[config.mk]
export PLATFORM = sky130hd
export DESIGN_NAME = serial_port_status_and_irq_mask
export DESIGN_NICKNAME = d
export VERILOG_FILES = /design/src/logic/port_status_pkg.sv /design/src/logic/serial_port_status_and_irq_mask.sv /design/src/logic/sticky_flag.sv
export SDC_FILE = /design/constraint.sdc
export NUM_CORES = 1
export LEC_CHECK = 0
export BUFFER_PORTS_ARGS = -buffer_cell sky130_fd_sc_hd__buf_2
export CAP_MARGIN = 20
export CORE_ASPECT_RATIO = 0.5
export CORE_MARGIN = 5
export CORE_UTILIZATION = 46
export CTS_BUF_LIST = sky130_fd_sc_hd__clkbuf_16
export CTS_CLUSTER_DIAMETER = 50
export CTS_CLUSTER_SIZE = 28
export DETAILED_ROUTE_END_ITERATION = 10
export PLACE_DENSITY = 0.77
export RECOVER_POWER = 100
export REMOVE_ABC_BUFFERS = 1
export SYNTH_ARGS = -nofsm -noshare
export SYNTH_HDL_FRONTEND = slang
export SYNTH_SLANG_ARGS = --single-unit
[constraint.sdc]
create_clock -name clk -period 1.7 [get_ports clk]
set_input_delay 0.17 -clock clk [delete_from_list [all_inputs] [get_ports clk]]
set_output_delay 0.17 -clock clk [all_outputs]
set_load 0.005 [all_outputs]
[src/logic/port_status_pkg.sv]
// Purpose: Shared constants for the serial port status and mask block.
// Assumes: One 32-bit register word per offset, byte addresses.
// Notes:   Command bit positions follow the port command register layout.
package port_status_pkg;

    // ----------------------------------------------------------------
    // Register offsets
    // ----------------------------------------------------------------
    localparam logic [7:0] OFS_CMD         = 8'h00;
    localparam logic [7:0] OFS_ENABLE_SET  = 8'h08;
    localparam logic [7:0] OFS_DISABLE_CLR = 8'h0C;
    localparam logic [7:0] OFS_MASK_VIEW   = 8'h10;
    localparam logic [7:0] OFS_STATUS      = 8'h14;
    localparam logic [7:0] OFS_RX_HOLD     = 8'h18;
    localparam logic [7:0] OFS_TX_HOLD     = 8'h1C;
    localparam logic [7:0] OFS_RX_TIMEOUT  = 8'h24;

    // ----------------------------------------------------------------
    // Shared bit map of enable, disable, mask and status
    // ----------------------------------------------------------------
    localparam int NUM_SRC          = 11;
    localparam int BIT_RX_READY     = 0;
    localparam int BIT_TX_FREE      = 1;
    localparam int BIT_BREAK        = 2;
    localparam int BIT_RX_END       = 3;
    localparam int BIT_TX_END       = 4;
    localparam int BIT_OVERRUN      = 5;
    localparam int BIT_FRAMING      = 6;
    localparam int BIT_PARITY       = 7;
    localparam int BIT_TIMEOUT      = 8;
    localparam int BIT_TX_DRAINED   = 9;
    localparam int BIT_MODEM_CHANGE = 10;

    // ----------------------------------------------------------------
    // Command register bits
    // ----------------------------------------------------------------
    localparam int CMD_RX_RESET   = 2;
    localparam int CMD_TX_RESET   = 3;
    localparam int CMD_RX_ENABLE  = 4;
    localparam int CMD_RX_DISABLE = 5;
    localparam int CMD_TX_ENABLE  = 6;
    localparam int CMD_TX_DISABLE = 7;
    localparam int CMD_CLEAR_ERR  = 8;
    localparam int CMD_ARM_IDLE   = 11;

    // ----------------------------------------------------------------
    // Reset values
    // ----------------------------------------------------------------
    localparam logic [10:0] MASK_RESET   = 11'h000;
    localparam logic [7:0]  TIMEOUT_RST  = 8'h00;
    localparam logic [31:0] STATUS_RESET = 32'h0000_0018;

    // Time-out arming sequence.
    typedef enum logic [1:0] {
        TO_IDLE,
        TO_WAIT_CHAR,
        TO_RUNNING,
        TO_EXPIRED
    } timeout_state_e;

endpackage

[src/logic/serial_port_status_and_irq_mask.sv]
// Purpose: Status flags, interrupt mask and status read for a serial port.
// Assumes: Shifters, baud and transfer channels report via event pulses and levels.
// Notes:   Read data stand exactly one cycle after the read strobe.
`timescale 1ns/100ps
`default_nettype none

// Summary of operation
// - Writing one to enable-set turns a source on; zeros change nothing.
// - Writing one to disable-clear turns a source off; zeros do nothing.
// - Mask view shows enabled sources as ones; zero after reset.
// - All four registers share one eleven-bit map; upper bits unused.
// - Receive-ready sets on a character; clears on read or disable.
// - Transmit-free is one when enabled, holding register empty and no break pends.
// - Transmit-free and drained read zero at reset; enable sets both.
// - Break flag sets on break start or end; clear command clears it.
// - Receive-end flag follows the receive transfer channel end signal.
// - Transmit-end flag follows the transmit transfer channel end signal.
// - Overrun sets when a byte lands while receive-ready is set.
// - Framing flag sets on a low stop bit until the clear command.
// - Parity flag sets on bad parity of a received character.
// - Time-out sets on expiry; arm clears it; zero value keeps it clear.
// - Drained is one only with holding and shift empty and no break.
// - Modem-change flag sets on any modem delta change.
// - Clear command clears parity, framing, overrun, break and modem-change flags.
// - Arming starts counting only after the next received character.
module serial_port_status_and_irq_mask
    import port_status_pkg::*;
#(
    parameter int TICK_WIDTH = 8
) (
    input  wire logic        clk,
    input  wire logic        reset,
    input  wire logic [7:0]  reg_addr,
    input  wire logic [31:0] reg_wdata,
    input  wire logic        reg_write,
    input  wire logic        reg_read,
    output logic      [31:0] reg_rdata,
    input  wire logic        rx_char_done,
    input  wire logic [8:0]  rx_char_data,
    input  wire logic        rx_stop_low,
    input  wire logic        rx_parity_bad,
    input  wire logic        rx_break_edge,
    input  wire logic        tx_load_shift,
    input  wire logic        tx_shift_busy,
    input  wire logic        tx_break_pending,
    input  wire logic        tx_break_active,
    input  wire logic        rx_block_end,
    input  wire logic        tx_block_end,
    input  wire logic        modem_delta,
    input  wire logic        timeout_tick,
    output logic      [8:0]  tx_holding_reg,
    output logic             tx_holding_full,
    output logic             port_irq
);

    // --------------------------------------------------------------
    // Decode
    // --------------------------------------------------------------
    logic wr_cmd;
    logic wr_en;
    logic wr_dis;
    logic wr_thr;
    logic wr_tor;
    logic rd_rhr;
    logic cmd_clear_err;
    logic cmd_arm;
    logic cmd_tx_on;
    logic cmd_tx_off;
    logic cmd_rx_off;
    logic cmd_rx_on;

    // Strobe qualifiers; any other offset is simply not decoded.
    assign wr_cmd = reg_write && (reg_addr == OFS_CMD);
    assign wr_en  = reg_write && (reg_addr == OFS_ENABLE_SET);
    assign wr_dis = reg_write && (reg_addr == OFS_DISABLE_CLR);
    assign wr_thr = reg_write && (reg_addr == OFS_TX_HOLD);
    assign wr_tor = reg_write && (reg_addr == OFS_RX_TIMEOUT);
    assign rd_rhr = reg_read && (reg_addr == OFS_RX_HOLD);
    assign cmd_clear_err = wr_cmd && reg_wdata[CMD_CLEAR_ERR];
    assign cmd_arm       = (wr_cmd && reg_wdata[CMD_ARM_IDLE]) || wr_tor;
    assign cmd_tx_off    = wr_cmd && (reg_wdata[CMD_TX_DISABLE]
                                      || reg_wdata[CMD_TX_RESET]);
    assign cmd_tx_on     = wr_cmd && reg_wdata[CMD_TX_ENABLE] && !cmd_tx_off;
    assign cmd_rx_off    = wr_cmd && (reg_wdata[CMD_RX_DISABLE]
                                      || reg_wdata[CMD_RX_RESET]);
    assign cmd_rx_on     = wr_cmd && reg_wdata[CMD_RX_ENABLE] && !cmd_rx_off;

    // --------------------------------------------------------------
    // Interrupt mask
    // --------------------------------------------------------------
    logic [NUM_SRC-1:0] mask_q;

    // Set then clear: a bit named in both strobes would need two cycles
    // anyway since the strobes never coincide.
    always_ff @(posedge clk) begin
        if (reset) begin
            mask_q <= MASK_RESET;
        end else if (wr_en) begin
            mask_q <= mask_q | reg_wdata[NUM_SRC-1:0];
        end else if (wr_dis) begin
            mask_q <= mask_q & ~reg_wdata[NUM_SRC-1:0];
        end
    end

    // --------------------------------------------------------------
    // Enables and transmit holding register
    // --------------------------------------------------------------
    logic rx_on_q;
    logic tx_on_q;
    logic thr_full_q;
    logic [8:0] thr_q;

    always_ff @(posedge clk) begin
        if (reset) begin
            rx_on_q <= 1'b0;
        end else if (cmd_rx_off) begin
            rx_on_q <= 1'b0;
        end else if (cmd_rx_on) begin
            rx_on_q <= 1'b1;
        end
    end

    always_ff @(posedge clk) begin
        if (reset) begin
            tx_on_q <= 1'b0;
        end else if (cmd_tx_off) begin
            tx_on_q <= 1'b0;
        end else if (cmd_tx_on) begin
            tx_on_q <= 1'b1;
        end
    end

    // A write lands only while the transmitter runs; the enable command
    // empties the holding register so both transmit flags read one.
    always_ff @(posedge clk) begin
        if (reset) begin
            thr_full_q <= 1'b0;
        end else if (cmd_tx_off || cmd_tx_on) begin
            thr_full_q <= 1'b0;
        end else if (wr_thr && tx_on_q) begin
            thr_full_q <= 1'b1;
        end else if (tx_load_shift) begin
            thr_full_q <= 1'b0;
        end
    end

    always_ff @(posedge clk) begin
        if (reset) begin
            thr_q <= 9'h000;
        end else if (wr_thr && tx_on_q) begin
            thr_q <= reg_wdata[8:0];
        end
    end

    assign tx_holding_reg  = thr_q;
    assign tx_holding_full = thr_full_q;

    // --------------------------------------------------------------
    // Receive side
    // --------------------------------------------------------------
    logic       rx_ready_q;
    logic [8:0] rhr_q;
    logic       rx_in;

    assign rx_in = rx_char_done && rx_on_q;

    // A new character beats a same-cycle read so it is not lost.
    always_ff @(posedge clk) begin
        if (reset) begin
            rx_ready_q <= 1'b0;
        end else if (cmd_rx_off) begin
            rx_ready_q <= 1'b0;
        end else if (rx_in) begin
            rx_ready_q <= 1'b1;
        end else if (rd_rhr) begin
            rx_ready_q <= 1'b0;
        end
    end

    always_ff @(posedge clk) begin
        if (reset) begin
            rhr_q <= 9'h000;
        end else if (rx_in) begin
            rhr_q <= rx_char_data;
        end
    end

    // --------------------------------------------------------------
    // Sticky error flags, one instance per flag
    // --------------------------------------------------------------
    logic [3:0] err_set;
    logic [3:0] err_q;

    assign err_set[0] = rx_break_edge;
    assign err_set[1] = rx_in && rx_ready_q;
    assign err_set[2] = rx_in && rx_stop_low;
    assign err_set[3] = rx_in && rx_parity_bad;

    for (genvar g = 0; g < 4; g++) begin : g_err
        sticky_flag u_flag (
            .clk         (clk),
            .reset       (reset),
            .set_pulse   (err_set[g]),
            .clear_pulse (cmd_clear_err),
            .flag_q      (err_q[g])
        );
    end

    logic modem_q;
    sticky_flag u_modem (
        .clk         (clk),
        .reset       (reset),
        .set_pulse   (modem_delta),
        .clear_pulse (cmd_clear_err),
        .flag_q      (modem_q)
    );

    // --------------------------------------------------------------
    // Receive time-out
    // --------------------------------------------------------------
    timeout_state_e          to_state_q;
    logic [TICK_WIDTH-1:0]   to_value_q;
    logic [TICK_WIDTH-1:0]   to_count_q;
    logic                    timeout_flag;

    always_ff @(posedge clk) begin
        if (reset) begin
            to_value_q <= TICK_WIDTH'(TIMEOUT_RST);
        end else if (wr_tor) begin
            to_value_q <= reg_wdata[TICK_WIDTH-1:0];
        end
    end

    // Arm waits for a character, then counts ticks down from the value;
    // every character before expiry reloads the count.
    always_ff @(posedge clk) begin
        if (reset) begin
            to_state_q <= TO_IDLE;
            to_count_q <= '0;
        end else if (cmd_arm) begin
            to_state_q <= TO_WAIT_CHAR;
        end else begin
            case (to_state_q)
                TO_IDLE: begin
                    to_state_q <= TO_IDLE;
                end
                TO_WAIT_CHAR, TO_RUNNING: begin
                    if (rx_in) begin
                        to_state_q <= TO_RUNNING;
                        to_count_q <= to_value_q;
                    end else if ((to_state_q == TO_RUNNING)
                                 && timeout_tick) begin
                        if (to_count_q <= 1) begin
                            to_state_q <= TO_EXPIRED;
                        end
                        to_count_q <= to_count_q - 1'b1;
                    end
                end
                TO_EXPIRED: begin
                    to_state_q <= TO_EXPIRED;
                end
                default: begin
                    to_state_q <= TO_IDLE;
                end
            endcase
        end
    end

    assign timeout_flag = (to_state_q == TO_EXPIRED)
                          && (to_value_q != '0);

    // --------------------------------------------------------------
    // Status word and interrupt
    // --------------------------------------------------------------
    logic [NUM_SRC-1:0] status;

    always_comb begin
        status = '0;
        status[BIT_RX_READY]     = rx_ready_q;
        status[BIT_TX_FREE]      = tx_on_q && !thr_full_q
                                   && !tx_break_pending;
        status[BIT_BREAK]        = err_q[0];
        status[BIT_RX_END]       = rx_block_end;
        status[BIT_TX_END]       = tx_block_end;
        status[BIT_OVERRUN]      = err_q[1];
        status[BIT_FRAMING]      = err_q[2];
        status[BIT_PARITY]       = err_q[3];
        status[BIT_TIMEOUT]      = timeout_flag;
        status[BIT_TX_DRAINED]   = tx_on_q && !thr_full_q && !tx_shift_busy
                                   && !tx_break_active;
        status[BIT_MODEM_CHANGE] = modem_q;
    end

    assign port_irq = |(status & mask_q);

    // Read mux; write-only and unmapped offsets return zero.
    always_ff @(posedge clk) begin
        if (reset) begin
            reg_rdata <= 32'h0000_0000;
        end else if (reg_read) begin
            case (reg_addr)
                OFS_MASK_VIEW: reg_rdata <= {21'h000000, mask_q};
                OFS_STATUS:    reg_rdata <= {21'h000000, status};
                OFS_RX_HOLD:   reg_rdata <= {23'h000000, rhr_q};
                OFS_RX_TIMEOUT: begin
                    reg_rdata <= {24'h000000, 8'(to_value_q)};
                end
                default:       reg_rdata <= 32'h0000_0000;
            endcase
        end else begin
            reg_rdata <= 32'h0000_0000;
        end
    end

    // --------------------------------------------------------------
    // Checks
    // --------------------------------------------------------------
    property p_enable_set;
        @(posedge clk) disable iff (reset)
        wr_en |=> ((mask_q & $past(reg_wdata[NUM_SRC-1:0]))
                   == $past(reg_wdata[NUM_SRC-1:0]));
    endproperty
    a_enable_set: assert property (p_enable_set)
        else $error("enable-set did not turn sources on");

    property p_disable_clr;
        @(posedge clk) disable iff (reset)
        wr_dis |=> ((mask_q & $past(reg_wdata[NUM_SRC-1:0])) == '0)
                   && ((mask_q | $past(reg_wdata[NUM_SRC-1:0]))
                       == ($past(mask_q) | $past(reg_wdata[NUM_SRC-1:0])));
    endproperty
    a_disable_clr: assert property (p_disable_clr)
        else $error("disable-clear wrong");

    property p_mask_read;
        @(posedge clk) disable iff (reset)
        (reg_read && reg_addr == OFS_MASK_VIEW) |=>
            reg_rdata == {21'h000000, $past(mask_q)};
    endproperty
    a_mask_read: assert property (p_mask_read)
        else $error("mask view read wrong");

    property p_overrun;
        @(posedge clk) disable iff (reset)
        (rx_in && rx_ready_q) |=> status[BIT_OVERRUN];
    endproperty
    a_overrun: assert property (p_overrun)
        else $error("overrun not set");

    property p_clear_err;
        @(posedge clk) disable iff (reset)
        (cmd_clear_err && !rx_in && !rx_break_edge) |=>
            !status[BIT_FRAMING] && !status[BIT_PARITY]
            && !status[BIT_BREAK] && !status[BIT_OVERRUN];
    endproperty
    a_clear_err: assert property (p_clear_err)
        else $error("clear command left an error flag");

    property p_tx_enable;
        @(posedge clk) disable iff (reset)
        (cmd_tx_on && !tx_break_pending) |=>
            status[BIT_TX_FREE] || tx_break_pending;
    endproperty
    a_tx_enable: assert property (p_tx_enable)
        else $error("transmit enable did not set ready");

    property p_rx_ready;
        @(posedge clk) disable iff (reset)
        (rd_rhr && !rx_in) |=> !rx_ready_q;
    endproperty
    a_rx_ready: assert property (p_rx_ready)
        else $error("receive-ready not cleared by read");

    // Judged from the flags themselves, not from the OR that drives it.
    property p_irq;
        @(posedge clk) disable iff (reset)
        ((mask_q == '0) |-> !port_irq)
        and ((mask_q[BIT_RX_READY] && rx_ready_q) |-> port_irq);
    endproperty
    a_irq: assert property (p_irq)
        else $error("interrupt output mismatch");

    property p_timeout_arm;
        @(posedge clk) disable iff (reset)
        cmd_arm |=> !timeout_flag ##1 !timeout_flag;
    endproperty
    a_timeout_arm: assert property (p_timeout_arm)
        else $error("time-out flag set right after arming");

    c_overrun: cover property (@(posedge clk) disable iff (reset)
        err_set[1]);
    c_timeout: cover property (@(posedge clk) disable iff (reset)
        timeout_flag);
    c_irq: cover property (@(posedge clk) disable iff (reset)
        port_irq);

endmodule
`default_nettype wire

[src/logic/sticky_flag.sv]
// Purpose: One hardware-set, command-cleared sticky status flag.
// Assumes: Set and clear are one-cycle pulses in the clk domain.
// Notes:   A set in the clearing cycle wins so no event is lost.
`timescale 1ns/100ps
`default_nettype none
module sticky_flag (
    input  wire logic clk,
    input  wire logic reset,
    input  wire logic set_pulse,
    input  wire logic clear_pulse,
    output logic      flag_q
);

    // --------------------------------------------------------------
    // Flag storage
    // --------------------------------------------------------------
    // Set takes priority over clear.
    always_ff @(posedge clk) begin
        if (reset) begin
            flag_q <= 1'b0;
        end else if (set_pulse) begin
            flag_q <= 1'b1;
        end else if (clear_pulse) begin
            flag_q <= 1'b0;
        end
    end

endmodule
`default_nettype wire

---- Word-level counts from Yosys, hierarchy flattened ----
Index checks and enable logic that the tools add are counted.
cells by class
  bitwise operators ....................... 6
  muxes and demuxes ....................... 20
  equal/unequal tests ..................... 14
  add/subtract/negate cells ............... 1
  magnitude comparators ................... 1
  reduce and logical (&&, ||, !) cells .... 57
operators with widths
  kind                                                                   number
  11-bit one-hot mux with 4 select lines                                 1
  8-bit by 5-bit == test with 1-bit output, second input constant        4
  1-bit logical AND                                                      25
  11-bit bitwise AND                                                     2
  11-bit two-way mux                                                     2
  2-bit nonzero test                                                     9
  8-bit by 4-bit == test with 1-bit output, second input constant        2
  8-bit two-way mux                                                      2
  2-bit OR reduction                                                     6
  1-bit two-way mux                                                      11
  11-bit inverter                                                        1
  11-bit OR                                                              1
  11-bit OR reduction                                                    1
  8-bit by 6-bit == test with 1-bit output, second input constant        1
  8-bit by 1-bit <= comparator with 1-bit output, second input constant  1
  8-bit zero test                                                        1
  4-bit != test, second input constant                                   2
  8-bit nonzero test                                                     1
  8-bit by 1-bit subtractor with 8-bit output, second input constant     1
  1-bit zero test                                                        6
  2-bit two-way mux                                                      3
  3-bit != test, second input constant                                   2
  2-bit one-hot mux with 3 select lines                                  1
  2-bit == test, second input constant                                   2
  6 further kinds                                                        11
storage, ports and cells
  bits in registers ....................... 88
  input port bits ......................... 65

---- Depth between registers and ports, before layout ----
Gate-level depths: netlist of run 1.
  depth after elaboration ................. 7
  depth in mapped cells ................... 7
  gate-level depth less buffers ........... 7

---- Hierarchy ----
A second synthesis of run 1 with hierarchy kept.
second synthesis, totals
  cells, all modules ...................... 392
  area, all modules ....................... 3362.0 um2
modules (own cells, without submodules)
  module                           times used  cells an instance  area an instance (um2)
  serial_port_status_and_irq_mask  1           372                3168.0
  sticky_flag                      5           4                  38.8

---- Worst setup path before layout of run 1 ----
OpenSTA, ideal clock, no wires.
  path type ............................... reg-to-reg
  from .................................... reg to_count_q[2]
  to ...................................... reg to_state_q[1]
  period minus slack after synthesis ...... 1712 ps
  required time ........................... 1586 ps
  data arrival time ....................... 1597 ps
  path buffers ............................ 1
  stages on the path, launching flop included .. 6
  slack ................................... -12 ps
  path through ............................ dfxtp_1 or3_1 clkbuf_1 nor4_2 nor2_1 a2111oi_0
between the ends
  cells in the longest elaborated chain, start to end .. 3
RTL lines
  element                                         line                                    text
  start, declared                                 serial_port_status_and_irq_mask.sv:223  logic [TICK_WIDTH-1:0] to_count_q;
  start signal, assigned                          serial_port_status_and_irq_mask.sv:250  to_count_q <= to_value_q;
  start signal, assigned                          serial_port_status_and_irq_mask.sv:256  to_count_q <= to_count_q - 1'b1;
  8-bit by 1-bit <= comparator with 1-bit output  serial_port_status_and_irq_mask.sv:253  if (to_count_q <= 1) begin
  3-bit != test (no source line)                  n/a
  2-bit AND reduction (no source line)            n/a
  end signal, assigned                            serial_port_status_and_irq_mask.sv:254  to_state_q <= TO_EXPIRED;
  end signal, assigned                            serial_port_status_and_irq_mask.sv:260  to_state_q <= TO_EXPIRED;
  end signal, assigned                            serial_port_status_and_irq_mask.sv:263  to_state_q <= TO_IDLE;
  end, declared                                   serial_port_status_and_irq_mask.sv:221  timeout_state_e to_state_q;
Every way passes these cells.
A chain may end at the register's enable or synchronous reset.

---- Final worst setup path of run 1 ----
  from .................................... reg u_modem.flag_q
  to ...................................... out port_irq
between the ends
  cells in the longest elaborated chain, start to end .. 2
RTL lines
  element                 line                                    text
  start, declared         sticky_flag.sv:11                       output logic flag_q
  start signal, assigned  sticky_flag.sv:20                       flag_q <= 1'b0;
  start signal, assigned  sticky_flag.sv:22                       flag_q <= 1'b1;
  start signal, assigned  sticky_flag.sv:24                       flag_q <= 1'b0;
  11-bit bitwise AND      serial_port_status_and_irq_mask.sv:294  assign port_irq = |(status & mask_q);
  11-bit OR reduction     serial_port_status_and_irq_mask.sv:294
  end, declared           serial_port_status_and_irq_mask.sv:53   output logic port_irq
Every way passes these cells.

==> results.md, run 1 <==
- The run finished, with violations left.
- The final reports fail on negative setup slack.
- Of the total power, registers draw 40.1%.
- Setup violations remaining at the end of the flow were counted as 1.
- The share of synthesized area occupied by flip-flops and latches is 41.23%.
- The die covers 8956 um^2.
- The clock network accounts for 53.3% of the total power.
- The effective utilization at floorplan is 47.99%.
- The repair_antennas step left the layout with diodes totalling 0.
- The initial antenna violation count is 0.
- The top cell type by area accounts for 41.23% of the synthesized area.
- The number of H-tree branching levels is 3.
- At the worst endpoint, the required time is 1.53 ns.
- The critical path goes through a22oi_2, nand4_1, a221oi_2, nand2_1, buf_2.
- For this design the total switching power over the nets is 0.0008547 W.
- The weighted congestion reported at the end of routability-driven placement is 0.9193.
- Of all nets on the critical path, the largest fanout is 3.
- The cell type of the slowest stage on the worst timing path is sky130_fd_sc_hd__dfxtp_1.
- The initial detailed-routing violation count is 216.
- The maximum number of pins on one net before global-route repair is 29.
- The layout net count is 534.
- After detailed routing, the number of vias per cell comes to 5.670.
- Yosys printed 0 warnings.
- The cell family contributing the most delay on the critical path is compound AO/OA/AOI/OAI gates.
- TritonCTS created 9 clock buffers.
- The category of the most critical setup path is register to output pin.
- The most used flip-flop cell after synthesis is sky130_fd_sc_hd__dfxtp_1.
- The number of routed nets with antenna violations is 0.
- The maximum cell stage delay along the critical path is 0.35 ns.
- The worst setup path is captured at an output pin.
- TritonCTS built the clock tree.
- The share of total power in combinational logic is 6.6%.
- The number of hold buffers added after CTS was 0.
- Synthesis inferred 67 register bits.
- Counting tap cells, the placed design contains a total of 545 instances.
- The count of distinct cell types in the synthesized netlist is 50.
- For this run the aggregate overflow at the end of global routing stands at 0.
- The clock passes through at most 2 buffers.
- Across the run, the number of max-cap violations was 0.
- The final number of max-transition violations is 0.
- In this run the static leakage power is 1.704 nW.
- The post-synthesis instance area is 3253 um^2.
- By count the netlist is led by 67 x sky130_fd_sc_hd__dfxtp_1, 45 x sky130_fd_sc_hd__a21oi_1, 41 x sky130_fd_sc_hd__nand2_1, 36 x sky130_fd_sc_hd__nor2_1, 23 x sky130_fd_sc_hd__clkbuf_1.
- After clock tree synthesis, the clock-pin slew on the worst setup and hold paths is 0.05 ns.
- The count of buffers from port buffering is 66.
- The time the final worst path needs with I/O delays and setup is 1.731 ns.
- The worst path setup slack after routing is -0.03098 ns.
- In the global route stage, overall resource usage came out at 20.57%.
- The half-perimeter wire length after placement is 6627 um.
- The path class of the tightest hold or removal check is primary input to register.
- The fraction of power spent switching nets is 21.54%.
- Measured along the x axis, the die boundary spans 128.9 um.
- For this run, design rule violations remaining after detail routing come to 0.
- The detailed-route via count is 3181.
- The internal power contribution is 0.003113 W.
- The worst hold slack is 0.05995 ns.
- 108 I/O pins were placed.
- The biggest area consumer among synthesized cells is sky130_fd_sc_hd__dfxtp_1.
- The first global-routing pass estimated 14660 um of wire.
- The final routed wirelength across all metal layers is 9435 um.
- CTS placed an instance of sky130_fd_sc_hd__clkbuf_16 at the clock tree root.
- For this design the ratio of total power to cell area is 940.9 nW/um^2.
- Dividing the synthesized area by the synthesized cell count gives 8.606 um^2.
- The number of standard cells in the final layout excluding fillers is 561.
- The number of instances in the synthesized netlist is 378.
- The number of buffers and inverters on the critical path is 1.
- The y dimension of the die is 69.47 um.
- The worst clock skew on the final layout is 0.004931 ns.
- The share of synthesized registers carrying an async set or reset is 0%.
- Setup repair after global routing could not meet its margin everywhere.
- The period utilization is 101.8%.
- The most frequent cell after synthesis is sky130_fd_sc_hd__dfxtp_1.
- Sorting the synthesized cells by area gives the leading types as sky130_fd_sc_hd__dfxtp_1 41%, sky130_fd_sc_hd__a21oi_1 6.9%, sky130_fd_sc_hd__mux2i_1 5.2%.
- Data on the critical path arrives at its endpoint at 1.56 ns.
- The floorplan step defined a core boundary enclosing 6779 um^2.
- VDD sags by at most 0.0006006 V.
- The average wire per cell in the routed design is 16.82 um.
- The count of flip-flops with a built-in enable after synthesis is 0.
- The first detailed-routing pass ran for 6 iterations.
- The total count of hold-check failures in the final report is 0.
- The post-route netlist has 28.57% of its cells at a drive strength greater than 1.
- STA classifies the critical path startpoint as a register.
- Derived from the worst setup path, the maximum achievable clock frequency is 577.7 MHz.
- The placement row count is 21.
- The clock latency reported for the late side of the worst-skew pair is 0.33 ns.
- The clock drives 67 sinks.
- The via count of the first global-routing pass is 2930.
- The layout-stage area growth over the synthesis result is 29.62%.
[cells in the final DEF, fill, tap and decap left out, types with 4 or more instances in the layout]
cell / count
sky130_fd_sc_hd__a22o_1: 8
sky130_fd_sc_hd__ha_1: 5
sky130_fd_sc_hd__nor3_1: 7
sky130_fd_sc_hd__nand2_1: 39
sky130_fd_sc_hd__dfxtp_1: 64
sky130_fd_sc_hd__o21ai_0: 7
sky130_fd_sc_hd__clkbuf_1: 15
sky130_fd_sc_hd__nor4_2: 5
sky130_fd_sc_hd__o21ai_1: 4
sky130_fd_sc_hd__nor2_1: 34
sky130_fd_sc_hd__mux2i_1: 17
sky130_fd_sc_hd__or3_1: 6
sky130_fd_sc_hd__clkbuf_16: 9
sky130_fd_sc_hd__inv_1: 6
sky130_fd_sc_hd__nor4_1: 5
sky130_fd_sc_hd__buf_4: 22
sky130_fd_sc_hd__conb_1: 21
sky130_fd_sc_hd__buf_2: 56
sky130_fd_sc_hd__a22oi_1: 14
sky130_fd_sc_hd__a21oi_1: 44
sky130_fd_sc_hd__a311oi_1: 11
[cell type report]
cell class                 count  area (um^2)
timing repair buffer         102        586.8
multi-input combinational    278         1805
sequential                    67         1345
fill                         580         2562
clock buffer                   9        225.2
tap                           92        115.1
inverter                       6        22.52
clock inverter                 7        116.4
[power groups by stage]
| stage | combinational (W) | clock [W] | sequential [W] |
|---|---|---|---|
| CTS | 0.000244 | 0.00213 | 0.00159 |
| global placement | 0.000238 | 0 | 0.00162 |
| floorplan | 0.0000861 | 0 | 0.00162 |
| finish | 0.000263 | 0.00211 | 0.00159 |
| detailed placement | 0.000241 | 0 | 0.00162 |
| global route | 0.000289 | 0.00222 | 0.00159 |
[kinds of logic (layout without fill, tap and decap cells)]
| kind of cell | count (synthesis) | count (layout) | share of synthesized area [%] |
|---|---|---|---|
| AOI/OAI and AO/OA | 108 | 108 | 22.38 |
| adders and majority gates | 5 | 5 | 1.923 |
| buffers and inverters | 53 | 124 | 8.769 |
| DFF | 67 | 67 | 41.23 |
| muxes | 18 | 18 | 5.577 |
| other | 1 | 21 | 0.1153 |
| and+or+nand+nor | 126 | 126 | 20.00 |
[per-layer routing]
metal / global-route usage, % / wire [um]
met1: 26.48 / 3971
met2: 32.80 / 4460
met3: 7.000 / 864
met4: 5.704 / 139
met5: 0 / 0
[final timing paths]
check	start	to	slack, ns	cells past startpoint
setup / recovery	u_modem.flag_q	port_irq	-0.03	5
hold / removal	reg_wdata[10]	register	0.06	2
setup reg to reg	to_count_q[2]	to_count_q[5]	0.03	6
hold reg to reg	rhr_q[2]	rhr_q[2]	0.45	2
[stage by stage]
stage	setup WS [ns]	power, W	setup TNS (ns)	area, um^2	util (%)
5_1_grt	-0.07586	0.004097	-0.1482	4217	62.20
3_3_place_gp	-0.1287	0.001860	-1.141	3825	56.42
3_5_place_dp	-0.2010	0.001864	-2.195	3825	56.42
2_1_floorplan	-0.3611	0.001706	-6.537	3065	-
4_1_cts	0.01106	0.003961	0	4172	61.54
6_report	-0.03098	0.003967	-0.03098	4217	62.20
[repair_timing]
| item | CTS | global route |
|---|---|---|
| resized for setup | 2 | 26 |
| setup buffers | 0 | 0 |
| pin swaps | 0 | 1 |
| setup endpoints to repair | 4 | 8 |
| endpoints found under the hold margin | 0 | 0 |
(Power assumes the default switching activity.)
==> run 2, diff against run 1 <==
--- a/config.mk
+++ b/config.mk
@@ -7,16 +7,17 @@
 export LEC_CHECK = 0
 export BUFFER_PORTS_ARGS = -buffer_cell sky130_fd_sc_hd__buf_2
 export CAP_MARGIN = 20
-export CORE_ASPECT_RATIO = 0.5
 export CORE_MARGIN = 5
 export CORE_UTILIZATION = 46
 export CTS_BUF_LIST = sky130_fd_sc_hd__clkbuf_16
 export CTS_CLUSTER_DIAMETER = 50
 export CTS_CLUSTER_SIZE = 28
 export DETAILED_ROUTE_END_ITERATION = 10
+export MAX_ROUTING_LAYER = met4
 export PLACE_DENSITY = 0.77
 export RECOVER_POWER = 100
 export REMOVE_ABC_BUFFERS = 1
+export SKIP_LAST_GASP = 1
 export SYNTH_ARGS = -nofsm -noshare
 export SYNTH_HDL_FRONTEND = slang
 export SYNTH_SLANG_ARGS = --single-unit
==> results.md, run 2 (synthesis gave the netlist of run 1 again) <==
- The half-perimeter wire length after placement came to 6725 um (+1.5%).
- The number of CTS-inserted buffers was 9 (unchanged).
- The time the final worst path needs with I/O delays and setup came to 1.665 ns (-0.06583 ns).
- The placement row count is 30 (+43%).
- The initial detailed-routing violation count is 358 (+66%).
- The endpoint required time on the critical path is 1.97 ns (+0.44 ns).
- The flow ran to the end, and the final reports show no timing, DRC or antenna violations.
- The areal power density over the cells was 913.1 nW/um^2 (-3.0%).
- The number of routed nets with antenna violations is 0 (unchanged).
- The static power due to leakage came to 1.731 nW (+1.5%).
- The global-route wire length before repair is 14590 um (-0.47%).
- The via count of the first global-routing pass came to 2894 (-1.2%).
- The weighted congestion reported at the end of routability-driven placement was 0.8510 (-7.4%).
- The I/O pin count came to 108 (unchanged).
- The total power of the final layout came to 0.003850 W (-3.0%).
- The pre-CTS setup slack is -0.09670 ns (+0.1043 ns).
- The tightest min-delay check is of the primary input to register type.
- The final routed wirelength across all metal layers is 9369 um (-0.70%).
- The final number of max-transition violations is 0 (unchanged).
- Leaving out fill and tap cells, the most frequent cells in the layout are 67 x sky130_fd_sc_hd__dfxtp_1, 57 x sky130_fd_sc_hd__buf_2, 43 x sky130_fd_sc_hd__a21oi_1.
- The library cell used most frequently in the layout, excluding fill and tap cells, is sky130_fd_sc_hd__dfxtp_1.
- The number of detailed-routing iterations run before antenna repair is 5 (-1).
- The placed cell count is 549 (+0.73%).
- The global routing usage summed across all routing layers was 21.64% (+1.1 points).
- The clock latency reported for the late side of the worst-skew pair is 0.33 ns (about the same).
- The worst clock skew on the final layout is 0.005756 ns (+0.0008246 ns).
- The worst-case vdd ir drop is 0.0004859 V (-19%).
- Setup repair after global routing could not meet its margin everywhere.
- The period utilization is 97.95% (-3.9 points).
- The effective utilization at floorplan came to 47.62% (-0.37 points).
- The number of vias per cell is 5.457 (-3.8%).
- The count of buffers from port buffering was 66 (unchanged).
- The area of the die came to 8854 um^2 (-1.1%).
- The total of max-cap violations is 0 (unchanged).
- The initial antenna violation count is 0 (unchanged).
- The number of standard cells in the final layout excluding fillers is 565 (+0.71%).
- TritonCTS built the clock tree.
- The number of H-tree branching levels is 3 (unchanged).
- The peak fanout along the critical path was 4 (+1).
- The final setup violation count is 0 (-1).
- The maximum number of pins on one net before global-route repair is 42 (+45%).
- The kind of launch point of the worst setup path is a register.
- The post-cts hold buffer count came to 0 (unchanged).
- The clock-pin transition on the worst setup and hold timing paths is 0.06 ns (about the same).
- The worst path setup slack after routing is 0.03485 ns (+0.06583 ns).
- The layout-stage area growth over the synthesis result is 29.62% (unchanged).
- The detailed-route via count is 3083 (-3.1%).
- The data arrival time at the worst-slack endpoint is 1.93 ns (+0.37 ns).
- By startpoint and endpoint, the worst setup path is classified as register to register.
- The tree is rooted in a sky130_fd_sc_hd__clkbuf_16.
- The placeable core region is 6832 um^2 (+0.78%).
- The clock net sink count is 67 (unchanged).
- The highest clock frequency the design can meet is 600.5 MHz (+4.0%).
- The total count of hold-check failures in the final report came to 0 (unchanged).
- The critical path capture point type is a register.
- The post-detailed-route DRC marker count is 0 (unchanged).
- The overall die width is 94.10 um (-27%).
- The y dimension of the die came to 94.10 um (+35%).
- The layout net count was 534 (unchanged).
- The total inserted antenna cells is 0 (unchanged).
- The leftover overflow at the end of global routing came to 0 (unchanged).
- The number of buffers inserted to repair setup after CTS is 0 (unchanged).
- The clock tree buffer depth is 2 (unchanged).
- The post-route setup TNS is 0 ns (+0.03098 ns).
- The average wire per cell in the routed design came to 16.58 um (-1.4%).
- The fraction of layout instances using a drive strength above 1 is 28.57% (unchanged).
## run 2: path summary, 6_finish.rpt
path	startpoint	end	slack, ns	cells after the start
worst max-delay path	to_count_q[2]	to_count_q[6]	0.03	6
worst min register to register	rhr_q[7]	reg_rdata[7]	0.45	2
worst max register to register	to_count_q[2]	to_count_q[6]	0.03	6
worst min-delay path	rx_break_edge	g_err[0].u_flag.flag_q	0.06	3
## run 2: layer usage
metal | share of wire, % | up-vias | track usage (%)
met1 | 42 | 1440 | 27.11
met2 | 49 | 120 | 34.18
met5 | 0 | - | -
met4 | 1.8 | 0 | 6.498
met3 | 6.3 | 18 | 5.769
li1 | - | 1505 | -
## run 2: timing repair
| item | 4_1_cts | 5_1_grt |
|---|---|---|
| gates resized for setup | 3 | 21 |
| setup endpoints to repair | 4 | 10 |
| endpoints found under the hold margin | 0 | 0 |
## run 2: cell type report
class	instances	area [um^2]
Multi-Input combinational cell	278	1809
Fill cell	603	2615
Timing Repair Buffer	102	605.6
Sequential cell	67	1341
Tap cell	96	120.1
Clock inverter	7	92.59
Inverter	6	22.52
Clock buffer	9	225.2
## run 2: report_power, final
group	leakage [nW]	switching [W]	internal [W]	total, W
clock	0.149	0.000701	0.00128	0.00198
sequential	0.540	0.00000811	0.00158	0.00159
combinational	1.04	0.000165	0.000119	0.000284
total	1.73	0.000874	0.00298	0.00385
## run 2: worst max-delay path: stages (launching register included)
cell and delay, ns:
sky130_fd_sc_hd__dfxtp_1 0.31, sky130_fd_sc_hd__or3_4 0.42, sky130_fd_sc_hd__buf_4 0.17, sky130_fd_sc_hd__nor4_1 0.16
sky130_fd_sc_hd__a22oi_1 0.09, sky130_fd_sc_hd__or3_1 0.33, sky130_fd_sc_hd__a21oi_2 0.12
## run 2: through the flow
stage	hold WS (ns)	cell area, um^2	utilization (%)
3_3_place_gp	0.3772	3811	55.79
3_5_place_dp	0.3941	3811	55.79
6_report	0.05948	4217	61.72
2_1_floorplan	0.2391	3065	-
4_1_cts	0.05285	4136	60.55
5_1_grt	0.06525	4217	61.72
